==> src/lmc_pkg.sv <==
// Function
// - Matrix control bit 3 enables ghost prevention; reset value off.
// - Mode bits 2..1: 00 frame1, 01 frame2, 10 melody, 11 scroll.
// - Matrix control bit 0 switches matrix on; reset value off.
// - Normal and melody modes: frame select 0 writes frame 1, 1 writes frame 2.
// - Melody mode: frame select 1 writes frame 2 as per-LED melody enables.
// - Scroll mode writes go to the currently free frame, ignoring frame select.
// - Write-only frame bytes 06h..17h, bit 7 LED A8 down to bit 0 LED A1.
// - Outside scroll mode, frame data lands in frame 1 when select is 0, frame 2 when 1.
// - Melody mode displays frame 1; frame 2 gates melody per LED.
// - Threshold register one-hot, bit n selects level n+1; zero selects auto.
// - With several threshold bits set, only the first set bit counts.
// - Melody compensation bits 6..4 add 12.5% duty per code in melody mode.
// - Melody bits 0..3 enable bar-meter groups 1..4 during melody mode.
// - Oscillator runs whenever matrix is on, even with oscillator enable low.
package lmc_pkg;

    // Register indices; byte address is four times the index
    localparam logic [5:0] IDX_MATRIX_CONTROL   = 6'h04;
    localparam logic [5:0] IDX_FRAME_SELECT     = 6'h05;
    localparam logic [5:0] IDX_FRAME_FIRST      = 6'h06;
    localparam logic [5:0] IDX_FRAME_LAST       = 6'h17;
    localparam logic [5:0] IDX_THRESHOLD        = 6'h18;
    localparam logic [5:0] IDX_MELODY_CONTROL   = 6'h19;
    localparam logic [5:0] IDX_OSC_CONTROL      = 6'h20;
    localparam logic [5:0] IDX_STATUS           = 6'h21;

    localparam int         FRAME_BYTES          = 18;
    localparam int         LED_COUNT            = 144;

    // Field positions
    localparam int         POS_MATRIX_ON        = 0;
    localparam int         POS_MODE_LO          = 1;
    localparam int         POS_GHOST            = 3;
    localparam int         POS_FRAME_SEL        = 0;
    localparam int         POS_COMP_LO          = 4;
    localparam int         POS_OSC_ENABLE       = 0;

    // Reset values
    localparam logic [7:0] RST_MATRIX_CONTROL   = 8'h00;
    localparam logic [7:0] RST_FRAME_SELECT     = 8'h00;
    localparam logic [7:0] RST_FRAME_DATA       = 8'h00;
    localparam logic [7:0] RST_THRESHOLD        = 8'h00;
    localparam logic [7:0] RST_MELODY_CONTROL   = 8'h00;
    localparam logic [7:0] RST_OSC_CONTROL      = 8'h00;

    // Matrix operating modes
    localparam logic [1:0] MODE_FRAME1          = 2'h0;
    localparam logic [1:0] MODE_FRAME2          = 2'h1;
    localparam logic [1:0] MODE_MELODY          = 2'h2;
    localparam logic [1:0] MODE_SCROLL          = 2'h3;

    // AXI responses
    localparam logic [1:0] RESP_OKAY            = 2'h0;
    localparam logic [1:0] RESP_SLVERR          = 2'h2;

    typedef struct packed {
        logic       matrix_on;
        logic       ghost_prevent_enable;
        logic [1:0] matrix_op_mode;
        logic       osc_run;
        logic       thresh_auto;
        logic [3:0] thresh_level;
        logic [2:0] melody_duty_comp;
        logic [3:0] bar_group_enable;
    } lmc_ctrl_t;

endpackage : lmc_pkg

==> src/lmc_top.sv <==
module lmc_top #(
    parameter int ADDR_W = 12
) (
    // Clock and reset
    input  wire logic                         CLK_SYS_I,
    input  wire logic                         RST_N_I,
    // AXI4-Lite write address
    input  wire logic [ADDR_W-1:0]            S_AXI_AWADDR_I,
    input  wire logic [2:0]                   S_AXI_AWPROT_I,
    input  wire logic                         S_AXI_AWVALID_I,
    output logic                              S_AXI_AWREADY_O,
    // AXI4-Lite write data
    input  wire logic [31:0]                  S_AXI_WDATA_I,
    input  wire logic [3:0]                   S_AXI_WSTRB_I,
    input  wire logic                         S_AXI_WVALID_I,
    output logic                              S_AXI_WREADY_O,
    // AXI4-Lite write response
    output logic [1:0]                        S_AXI_BRESP_O,
    output logic                              S_AXI_BVALID_O,
    input  wire logic                         S_AXI_BREADY_I,
    // AXI4-Lite read address
    input  wire logic [ADDR_W-1:0]            S_AXI_ARADDR_I,
    input  wire logic [2:0]                   S_AXI_ARPROT_I,
    input  wire logic                         S_AXI_ARVALID_I,
    output logic                              S_AXI_ARREADY_O,
    // AXI4-Lite read data
    output logic [31:0]                       S_AXI_RDATA_O,
    output logic [1:0]                        S_AXI_RRESP_O,
    output logic                              S_AXI_RVALID_O,
    input  wire logic                         S_AXI_RREADY_I,
    // Scroll engine
    input  wire logic                         SCROLL_ADVANCE_I,
    // Matrix outputs
    output lmc_pkg::lmc_ctrl_t                CTRL_O,
    output logic [lmc_pkg::LED_COUNT-1:0]     DISPLAY_O,
    output logic [lmc_pkg::LED_COUNT-1:0]     MELODY_LED_EN_O
);

    localparam int NB = lmc_pkg::FRAME_BYTES;

    // Register storage
    logic [7:0]             matrix_control_ff;
    logic                   frame_write_select_ff;
    logic [7:0]             threshold_onehot_ff;
    logic [7:0]             melody_control_ff;
    logic                   osc_enable_ff;
    logic [NB-1:0][7:0]     frame1_ff;
    logic [NB-1:0][7:0]     frame2_ff;
    logic                   scroll_show_ff;

    // Bus state
    logic                   aw_rdy_ff;
    logic                   w_rdy_ff;
    logic                   aw_got_ff;
    logic                   w_got_ff;
    logic [5:0]             aw_idx_ff;
    logic                   aw_bad_ff;
    logic [7:0]             wdata_ff;
    logic                   wlane_ff;
    logic                   bvalid_ff;
    logic [1:0]             bresp_ff;
    logic                   ar_rdy_ff;
    logic                   rvalid_ff;
    logic [31:0]            rdata_ff;
    logic [1:0]             rresp_ff;

    // Output registers
    lmc_pkg::lmc_ctrl_t                 ctrl_ff;
    logic [lmc_pkg::LED_COUNT-1:0]      display_ff;
    logic [lmc_pkg::LED_COUNT-1:0]      melody_en_ff;

    // Decoded fields
    logic                   matrix_on;
    logic [1:0]             matrix_op_mode;
    logic                   ghost_prevent_enable;
    logic                   do_write;
    logic                   wr_en;
    logic                   frame_hit;
    logic [5:0]             frame_off;
    logic                   write_frame2;
    logic                   aw_take;
    logic                   w_take;
    logic                   ar_take;
    logic [5:0]             ar_idx;
    logic                   ar_bad;
    logic [3:0]             nxt_thresh_level;
    logic [7:0]             status_byte;
    logic [7:0]             nxt_rbyte;
    logic                   nxt_rerr;

    assign matrix_on            = matrix_control_ff[lmc_pkg::POS_MATRIX_ON];
    assign matrix_op_mode       = matrix_control_ff[lmc_pkg::POS_MODE_LO +: 2];
    assign ghost_prevent_enable = matrix_control_ff[lmc_pkg::POS_GHOST];

    // Handshakes; a write lands only with lane 0 strobed and a mapped address
    assign aw_take  = S_AXI_AWVALID_I && aw_rdy_ff;
    assign w_take   = S_AXI_WVALID_I && w_rdy_ff;
    assign ar_take  = S_AXI_ARVALID_I && ar_rdy_ff;
    assign do_write = aw_got_ff && w_got_ff && !bvalid_ff;
    assign wr_en    = do_write && wlane_ff && !aw_bad_ff;

    assign frame_hit = (aw_idx_ff >= lmc_pkg::IDX_FRAME_FIRST) && (aw_idx_ff <= lmc_pkg::IDX_FRAME_LAST);
    assign frame_off = aw_idx_ff - lmc_pkg::IDX_FRAME_FIRST;

    // Scroll mode picks the free frame; otherwise the select bit steers
    assign write_frame2 = (matrix_op_mode == lmc_pkg::MODE_SCROLL) ? !scroll_show_ff
                                                                   : frame_write_select_ff;

    assign ar_idx = S_AXI_ARADDR_I[7:2];
    assign ar_bad = (S_AXI_ARADDR_I[ADDR_W-1:8] != '0);

    // Write address channel
    always_ff @(posedge CLK_SYS_I or negedge RST_N_I) begin
        if (!RST_N_I) begin
            aw_rdy_ff <= 1'b1;
            aw_got_ff <= 1'b0;
            aw_idx_ff <= 6'h00;
            aw_bad_ff <= 1'b0;
        end else if (aw_take) begin
            aw_rdy_ff <= 1'b0;
            aw_got_ff <= 1'b1;
            aw_idx_ff <= S_AXI_AWADDR_I[7:2];
            aw_bad_ff <= (S_AXI_AWADDR_I[ADDR_W-1:8] != '0);
        end else if (do_write) begin
            aw_got_ff <= 1'b0;
        end else if (bvalid_ff && S_AXI_BREADY_I) begin
            aw_rdy_ff <= 1'b1;
        end
    end

    // Write data channel
    always_ff @(posedge CLK_SYS_I or negedge RST_N_I) begin
        if (!RST_N_I) begin
            w_rdy_ff <= 1'b1;
            w_got_ff <= 1'b0;
            wdata_ff <= 8'h00;
            wlane_ff <= 1'b0;
        end else if (w_take) begin
            w_rdy_ff <= 1'b0;
            w_got_ff <= 1'b1;
            wdata_ff <= S_AXI_WDATA_I[7:0];
            wlane_ff <= S_AXI_WSTRB_I[0];
        end else if (do_write) begin
            w_got_ff <= 1'b0;
        end else if (bvalid_ff && S_AXI_BREADY_I) begin
            w_rdy_ff <= 1'b1;
        end
    end

    // Write response
    always_ff @(posedge CLK_SYS_I or negedge RST_N_I) begin
        if (!RST_N_I) begin
            bvalid_ff <= 1'b0;
            bresp_ff  <= lmc_pkg::RESP_OKAY;
        end else if (do_write) begin
            bvalid_ff <= 1'b1;
            bresp_ff  <= aw_bad_ff ? lmc_pkg::RESP_SLVERR : lmc_pkg::RESP_OKAY;
            case (aw_idx_ff)
                lmc_pkg::IDX_MATRIX_CONTROL,
                lmc_pkg::IDX_FRAME_SELECT,
                lmc_pkg::IDX_THRESHOLD,
                lmc_pkg::IDX_MELODY_CONTROL,
                lmc_pkg::IDX_OSC_CONTROL,
                lmc_pkg::IDX_STATUS: begin
                end
                default: begin
                    if (!frame_hit) begin
                        bresp_ff <= lmc_pkg::RESP_SLVERR;
                    end
                end
            endcase
        end else if (S_AXI_BREADY_I) begin
            bvalid_ff <= 1'b0;
        end
    end

    // Control registers; unused bits stored as zero
    always_ff @(posedge CLK_SYS_I or negedge RST_N_I) begin
        if (!RST_N_I) begin
            matrix_control_ff     <= lmc_pkg::RST_MATRIX_CONTROL;
            frame_write_select_ff <= lmc_pkg::RST_FRAME_SELECT[lmc_pkg::POS_FRAME_SEL];
            threshold_onehot_ff   <= lmc_pkg::RST_THRESHOLD;
            melody_control_ff     <= lmc_pkg::RST_MELODY_CONTROL;
            osc_enable_ff         <= lmc_pkg::RST_OSC_CONTROL[lmc_pkg::POS_OSC_ENABLE];
        end else if (wr_en) begin
            case (aw_idx_ff)
                lmc_pkg::IDX_MATRIX_CONTROL: matrix_control_ff     <= {4'h0, wdata_ff[3:0]};
                lmc_pkg::IDX_FRAME_SELECT:   frame_write_select_ff <= wdata_ff[lmc_pkg::POS_FRAME_SEL];
                lmc_pkg::IDX_THRESHOLD:      threshold_onehot_ff   <= wdata_ff;
                lmc_pkg::IDX_MELODY_CONTROL: melody_control_ff     <= {1'b0, wdata_ff[6:0]};
                lmc_pkg::IDX_OSC_CONTROL:    osc_enable_ff         <= wdata_ff[lmc_pkg::POS_OSC_ENABLE];
                default: begin
                end
            endcase
        end
    end

    // Frame storage, one byte per register
    generate
        for (genvar i = 0; i < NB; i++) begin : g_frame
            always_ff @(posedge CLK_SYS_I or negedge RST_N_I) begin
                if (!RST_N_I) begin
                    frame1_ff[i] <= lmc_pkg::RST_FRAME_DATA;
                    frame2_ff[i] <= lmc_pkg::RST_FRAME_DATA;
                end else if (wr_en && frame_hit && (frame_off == 6'(i))) begin
                    if (write_frame2) begin
                        frame2_ff[i] <= wdata_ff;
                    end else begin
                        frame1_ff[i] <= wdata_ff;
                    end
                end
            end
        end
    endgenerate

    // Frame shown during scroll; the other one is free for writes
    always_ff @(posedge CLK_SYS_I or negedge RST_N_I) begin
        if (!RST_N_I) begin
            scroll_show_ff <= 1'b0;
        end else if (SCROLL_ADVANCE_I && matrix_on && (matrix_op_mode == lmc_pkg::MODE_SCROLL)) begin
            scroll_show_ff <= !scroll_show_ff;
        end
    end

    // First set threshold bit wins, lowest index first
    always_comb begin
        nxt_thresh_level = 4'h0;
        for (int n = 7; n >= 0; n--) begin
            if (threshold_onehot_ff[n]) begin
                nxt_thresh_level = 4'(n + 1);
            end
        end
    end

    assign status_byte = {nxt_thresh_level, 2'h0, ctrl_ff.osc_run, scroll_show_ff};

    // Read data mux
    always_comb begin
        nxt_rbyte = 8'h00;
        nxt_rerr  = ar_bad;
        case (ar_idx)
            lmc_pkg::IDX_MATRIX_CONTROL: nxt_rbyte = matrix_control_ff;
            lmc_pkg::IDX_FRAME_SELECT:   nxt_rbyte = {7'h00, frame_write_select_ff};
            lmc_pkg::IDX_THRESHOLD:      nxt_rbyte = threshold_onehot_ff;
            lmc_pkg::IDX_MELODY_CONTROL: nxt_rbyte = melody_control_ff;
            lmc_pkg::IDX_OSC_CONTROL:    nxt_rbyte = {7'h00, osc_enable_ff};
            lmc_pkg::IDX_STATUS:         nxt_rbyte = status_byte;
            default: begin
                if (!((ar_idx >= lmc_pkg::IDX_FRAME_FIRST) && (ar_idx <= lmc_pkg::IDX_FRAME_LAST))) begin
                    nxt_rerr = 1'b1;
                end
            end
        endcase
        if (nxt_rerr) begin
            nxt_rbyte = 8'h00;
        end
    end

    // Read channel
    always_ff @(posedge CLK_SYS_I or negedge RST_N_I) begin
        if (!RST_N_I) begin
            ar_rdy_ff <= 1'b1;
            rvalid_ff <= 1'b0;
            rdata_ff  <= 32'h0000_0000;
            rresp_ff  <= lmc_pkg::RESP_OKAY;
        end else if (ar_take) begin
            ar_rdy_ff <= 1'b0;
            rvalid_ff <= 1'b1;
            rdata_ff  <= {24'h00_0000, nxt_rbyte};
            rresp_ff  <= nxt_rerr ? lmc_pkg::RESP_SLVERR : lmc_pkg::RESP_OKAY;
        end else if (rvalid_ff && S_AXI_RREADY_I) begin
            rvalid_ff <= 1'b0;
            ar_rdy_ff <= 1'b1;
        end
    end

    // Control outputs
    always_ff @(posedge CLK_SYS_I or negedge RST_N_I) begin
        if (!RST_N_I) begin
            // Reset view mirrors the register defaults
            ctrl_ff.matrix_on            <= lmc_pkg::RST_MATRIX_CONTROL[lmc_pkg::POS_MATRIX_ON];
            ctrl_ff.ghost_prevent_enable <= lmc_pkg::RST_MATRIX_CONTROL[lmc_pkg::POS_GHOST];
            ctrl_ff.matrix_op_mode       <= lmc_pkg::RST_MATRIX_CONTROL[lmc_pkg::POS_MODE_LO +: 2];
            ctrl_ff.osc_run              <= lmc_pkg::RST_OSC_CONTROL[lmc_pkg::POS_OSC_ENABLE];
            ctrl_ff.thresh_auto          <= (lmc_pkg::RST_THRESHOLD == 8'h00);
            ctrl_ff.thresh_level         <= 4'h0;
            ctrl_ff.melody_duty_comp     <= 3'h0;
            ctrl_ff.bar_group_enable     <= 4'h0;
        end else begin
            ctrl_ff.matrix_on            <= matrix_on;
            ctrl_ff.ghost_prevent_enable <= ghost_prevent_enable;
            ctrl_ff.matrix_op_mode       <= matrix_op_mode;
            ctrl_ff.osc_run              <= osc_enable_ff || matrix_on;
            ctrl_ff.thresh_auto          <= (threshold_onehot_ff == 8'h00);
            ctrl_ff.thresh_level         <= nxt_thresh_level;
            if (matrix_op_mode == lmc_pkg::MODE_MELODY) begin
                ctrl_ff.melody_duty_comp <= melody_control_ff[lmc_pkg::POS_COMP_LO +: 3];
                ctrl_ff.bar_group_enable <= melody_control_ff[3:0];
            end else begin
                ctrl_ff.melody_duty_comp <= 3'h0;
                ctrl_ff.bar_group_enable <= 4'h0;
            end
        end
    end

    // Pixel outputs per mode
    always_ff @(posedge CLK_SYS_I or negedge RST_N_I) begin
        if (!RST_N_I) begin
            display_ff   <= '0;
            melody_en_ff <= '0;
        end else if (!matrix_on) begin
            display_ff   <= '0;
            melody_en_ff <= '0;
        end else begin
            melody_en_ff <= '0;
            case (matrix_op_mode)
                lmc_pkg::MODE_FRAME1: display_ff <= frame1_ff;
                lmc_pkg::MODE_FRAME2: display_ff <= frame2_ff;
                lmc_pkg::MODE_MELODY: begin
                    display_ff   <= frame1_ff;
                    melody_en_ff <= frame2_ff;
                end
                lmc_pkg::MODE_SCROLL: display_ff <= scroll_show_ff ? frame2_ff : frame1_ff;
                default:              display_ff <= frame1_ff;
            endcase
        end
    end

    assign S_AXI_AWREADY_O = aw_rdy_ff;
    assign S_AXI_WREADY_O  = w_rdy_ff;
    assign S_AXI_BVALID_O  = bvalid_ff;
    assign S_AXI_BRESP_O   = bresp_ff;
    assign S_AXI_ARREADY_O = ar_rdy_ff;
    assign S_AXI_RVALID_O  = rvalid_ff;
    assign S_AXI_RDATA_O   = rdata_ff;
    assign S_AXI_RRESP_O   = rresp_ff;
    assign CTRL_O          = ctrl_ff;
    assign DISPLAY_O       = display_ff;
    assign MELODY_LED_EN_O = melody_en_ff;

endmodule : lmc_top

==> config.mk <==
export PLATFORM = sky130hd
export DESIGN_NAME = lmc_top
export DESIGN_NICKNAME = d
export VERILOG_FILES = /design/src/lmc_pkg.sv /design/src/lmc_top.sv
export SDC_FILE = /design/constraint.sdc
export NUM_CORES = 1
export LEC_CHECK = 0
export ABC_CLOCK_PERIOD_IN_PS = 4100
export BUFFER_PORTS_ARGS = -buffer_cell sky130_fd_sc_hd__buf_2
export CORE_MARGIN = 5
export CORE_UTILIZATION = 32
export DETAILED_ROUTE_END_ITERATION = 10
export PLACE_DENSITY = 0.55
export RECOVER_POWER = 100
export SLEW_MARGIN = 20
export SYNTH_ARGS = -nofsm -noshare
export SYNTH_HDL_FRONTEND = slang
export SYNTH_SLANG_ARGS = --single-unit
==> constraint.sdc <==
create_clock -name CLK_SYS_I -period 4.1 [get_ports CLK_SYS_I]
set_clock_uncertainty 0.2 [all_clocks]
set_input_delay 0.615 -clock CLK_SYS_I [delete_from_list [all_inputs] [get_ports CLK_SYS_I]]
set_output_delay 0.615 -clock CLK_SYS_I [all_outputs]
set_load 0.005 [all_outputs]
==> flow_metrics.tcl <==
set metrics [dict create \
    initial_core_util_pct 32.3 \
    async_flop_share_pct 100 \
    drv_cap 4 \
    layout.nets 2330 \
    dr_wl_met3_um 3810 \
    multi_input_area_um2 8170 \
    end_kind "flip-flop" \
    ys_ff_latch 648 \
    cts_setup_buffers 0 \
    post-place-ws_ns 0.973 \
    reg2regPathDepth 5 \
    place_congestion 0.781 \
    ioPinCount 420 \
    holdPathStages 2 \
    synth_warnings 0 \
    ant_nets 0 \
    holdWs_ns 0.0570 \
    port_buffers 356 \
    clk_latency_ns 0.60 \
    core_area_um2 77600 \
    switching_share_pct 28.1 \
    powerDensity_nw_per_um2 522 \
    final-setup-viol-count 0 \
    viasPerCell 4.75 \
    seq_area_um2 16200 \
    layout_setup_ws_ns 0.665 \
    power.internal_mw 11.3 \
    worst_pin_slew_ns 2.23 \
    mostFrequentLayoutCells "dfrtp_1 (636), nand2_1 (330), mux2_2 (307)" \
    synth_flop_cell "dfrtp_1" \
    grt_pass1_vias 17189 \
    fillers 7508 \
    syn-cell-area_um2 25100 \
    power.leakage_nw 14.6 \
    dpl.hpwl_um 45900 \
    antenna_cells 0 \
    die_w_um 290 \
    synth.distinct_cells 66 \
    wirelength_um 72800 \
    cts.clk_slew.worst_paths_ns 0.06 \
    dieArea_um2 84000 \
    dieHeight_um 290 \
    vias 15934 \
    synthCells 1906 \
    worstPathArrival_ns 3.72 \
    power.total_mw 15.8 \
    synthToLayoutAreaGrowth_pct 20.7 \
    max_freq_mhz 291 \
    drc_errors 0 \
    ir_drop_uv 269 \
    ys_top_cells_by_area "dfrtp_1 (64%), mux2_2 (14%), nand2_1 (4.9%), a21boi_0 (4.3%), and3_1 (3.7%)" \
    relSlewSlack_pct -48.6 \
    drv_slew 330 \
    wl_per_cell_um 21.7 \
    yosysTopAreaCell "dfrtp_1" \
    power_switching_mw 4.44 \
    combinationalPowerShare_pct 10.2 \
    violations "capacitance limit, slew limit" \
    finalHoldViolCount 0 \
    drive_gt1_share_pct 26.2 \
    required_ns 4.38 \
    hold_class "in2reg" \
    min_period_ns 3.44 \
    dr.pass1.iters 5 \
    h-tree-depth 3 \
    p_clk_share_pct 44.9 \
    setup_tns_ns 0 \
    antenna_found_initial 0 \
    met1Wirelength_um 32200 \
    final_area_um2 30200 \
    grt_pass1_wl_um 112000 \
    numCtsBuffers 73 \
    cts_tree "done" \
    clk_path_buf_depth 3 \
    fin_crit_sh_pct 83.8 \
    rsz0062_at_grt "false" \
    yosysSeqAreaShare_pct 64.7 \
    status "finished with violations" \
    synth_edf_count 0 \
    placed_area_um2 28000 \
    reg2reg_from "aw_idx_ff[1]" \
    overflow 0 \
    clockRootBuffer "clkbuf_16" \
    cp-start-kind "flip-flop" \
    avgSynthCellArea_um2 13.1 \
    hold_buffers 9 \
    seqPwrFrac_pct 44.9 \
    clock-sinks 648 \
    fp-row-count 102 \
    crit_type "reg2reg" \
    drt-initial-drc-count 808 \
    mostFrequentLayoutCell "dfrtp_1" \
    cts_resized 0 \
    min-delay-start "S_AXI_AWADDR_I[7]" \
    synth_top_area_share_pct 64.3 \
    track_usage_pct 17.1 \
    hold_path_end "aw_idx_ff[5]" \
    wl_met2_um 35400 \
    top_layer "met4" \
    grt_max_degree 155 \
    r2r_slack_ns 0.66 \
    reg2reg_to "frame2_ff[16]" \
    path_max_fanout 11 \
]
## state kept, by name, summed over array words and instances, names as in the netlist, 4 cells and up
name	flops
S_AXI_RDATA_O	8
matrix_control_ff	4
CTRL_O	17
melody_control_ff	7
MELODY_LED_EN_O	144
wdata_ff	8
aw_idx_ff	6
frame2_ff	144
DISPLAY_O	144
threshold_onehot_ff	8
frame1_ff	144
## metrics by stage
step           cells  util [%]
4_1_cts         3352      39.6
3_3_place_gp    3211      36.1
2_1_floorplan   1931         -
6_report        3352      39.0
3_5_place_dp    3211      36.1
5_1_grt         3352      39.0
## cell usage after synthesis (4+ instances only)
library cell and count:
nand3_2 6, nor4_1 6, o21ai_0 8, mux2_2 307
nand3_1 7, nor2_4 20, nand2_1 329, and2_1 10
inv_1 8, nor2_1 8, buf_1 4, buf_4 26
buf_2 10, clkbuf_1 111, a21boi_0 145, dfstp_2 4
nor3_1 5, and3_1 150, a21oi_1 6, a22o_1 6
mux2_1 17, dfrtp_1 644, nand2b_1 4
## cell type report
cell class              instances  area share, %
inverters                       8         0.0993
multi-input cells            1124           27.0
clock inverters                43           2.15
clock buffers                  89           6.55
well taps                    1040           4.30
flip-flops and latches        648           53.7
repair buffers                400           6.21
## worst max path at each step
stage                               startpoint  slack, ns        endpoint  cells past startpoint
after floorplan                   aw_idx_ff[1]       1.74  frame1_ff[100]                      6
after global placement            aw_idx_ff[1]       1.03   frame2_ff[89]                      4
after detailed placement          aw_idx_ff[1]       0.97   frame2_ff[95]                      4
after CTS                         aw_idx_ff[1]       0.97   frame2_ff[88]                      4
after global routing      matrix_control_ff[1]       0.44   DISPLAY_O[33]                      4
final                             aw_idx_ff[1]       0.66   frame2_ff[16]                      5
## cell families after synthesis
| group | share of synthesized area [%] |
|---|---|
| XOR/XNOR | 0.105 |
| buffers and inverters | 2.82 |
| flip-flops | 64.7 |
| other | 0.0150 |
| AO/OA/AOI/OAI | 5.82 |
| adder cells (fa/ha/maj) | 0.0499 |
| AND/OR/NAND/NOR | 11.8 |
| multiplexers | 14.7 |
## routing by layer
metal | up-vias | GRT usage [%]
li1 | 7151 | -
met1 | 8350 | 22.9
met2 | 346 | 28.3
met3 | 87 | 3.95
met4 | 0 | 4.37
met5 | - | 0
## worst max-delay path, cell delays in order (launching register included)
cell	delay (ns)
dfrtp_1	0.62
ha_1	0.37
xnor2_1	0.15
a211oi_1	0.93
and3_1	0.66
mux2_2	0.40
## power groups by stage
stage / Sequential, mW / Clock (mW) / Combinational [mW]
5_1_grt: 7.12 / 7.57 / 1.77
4_1_cts: 7.11 / 7.32 / 1.72
3_3_place_gp: 7.20 / 0 / 1.67
3_5_place_dp: 7.22 / 0 / 1.70
2_1_floorplan: 6.78 / 0 / 1.05
6_report: 7.09 / 7.09 / 1.61
Power figures use the tool's default switching activity.
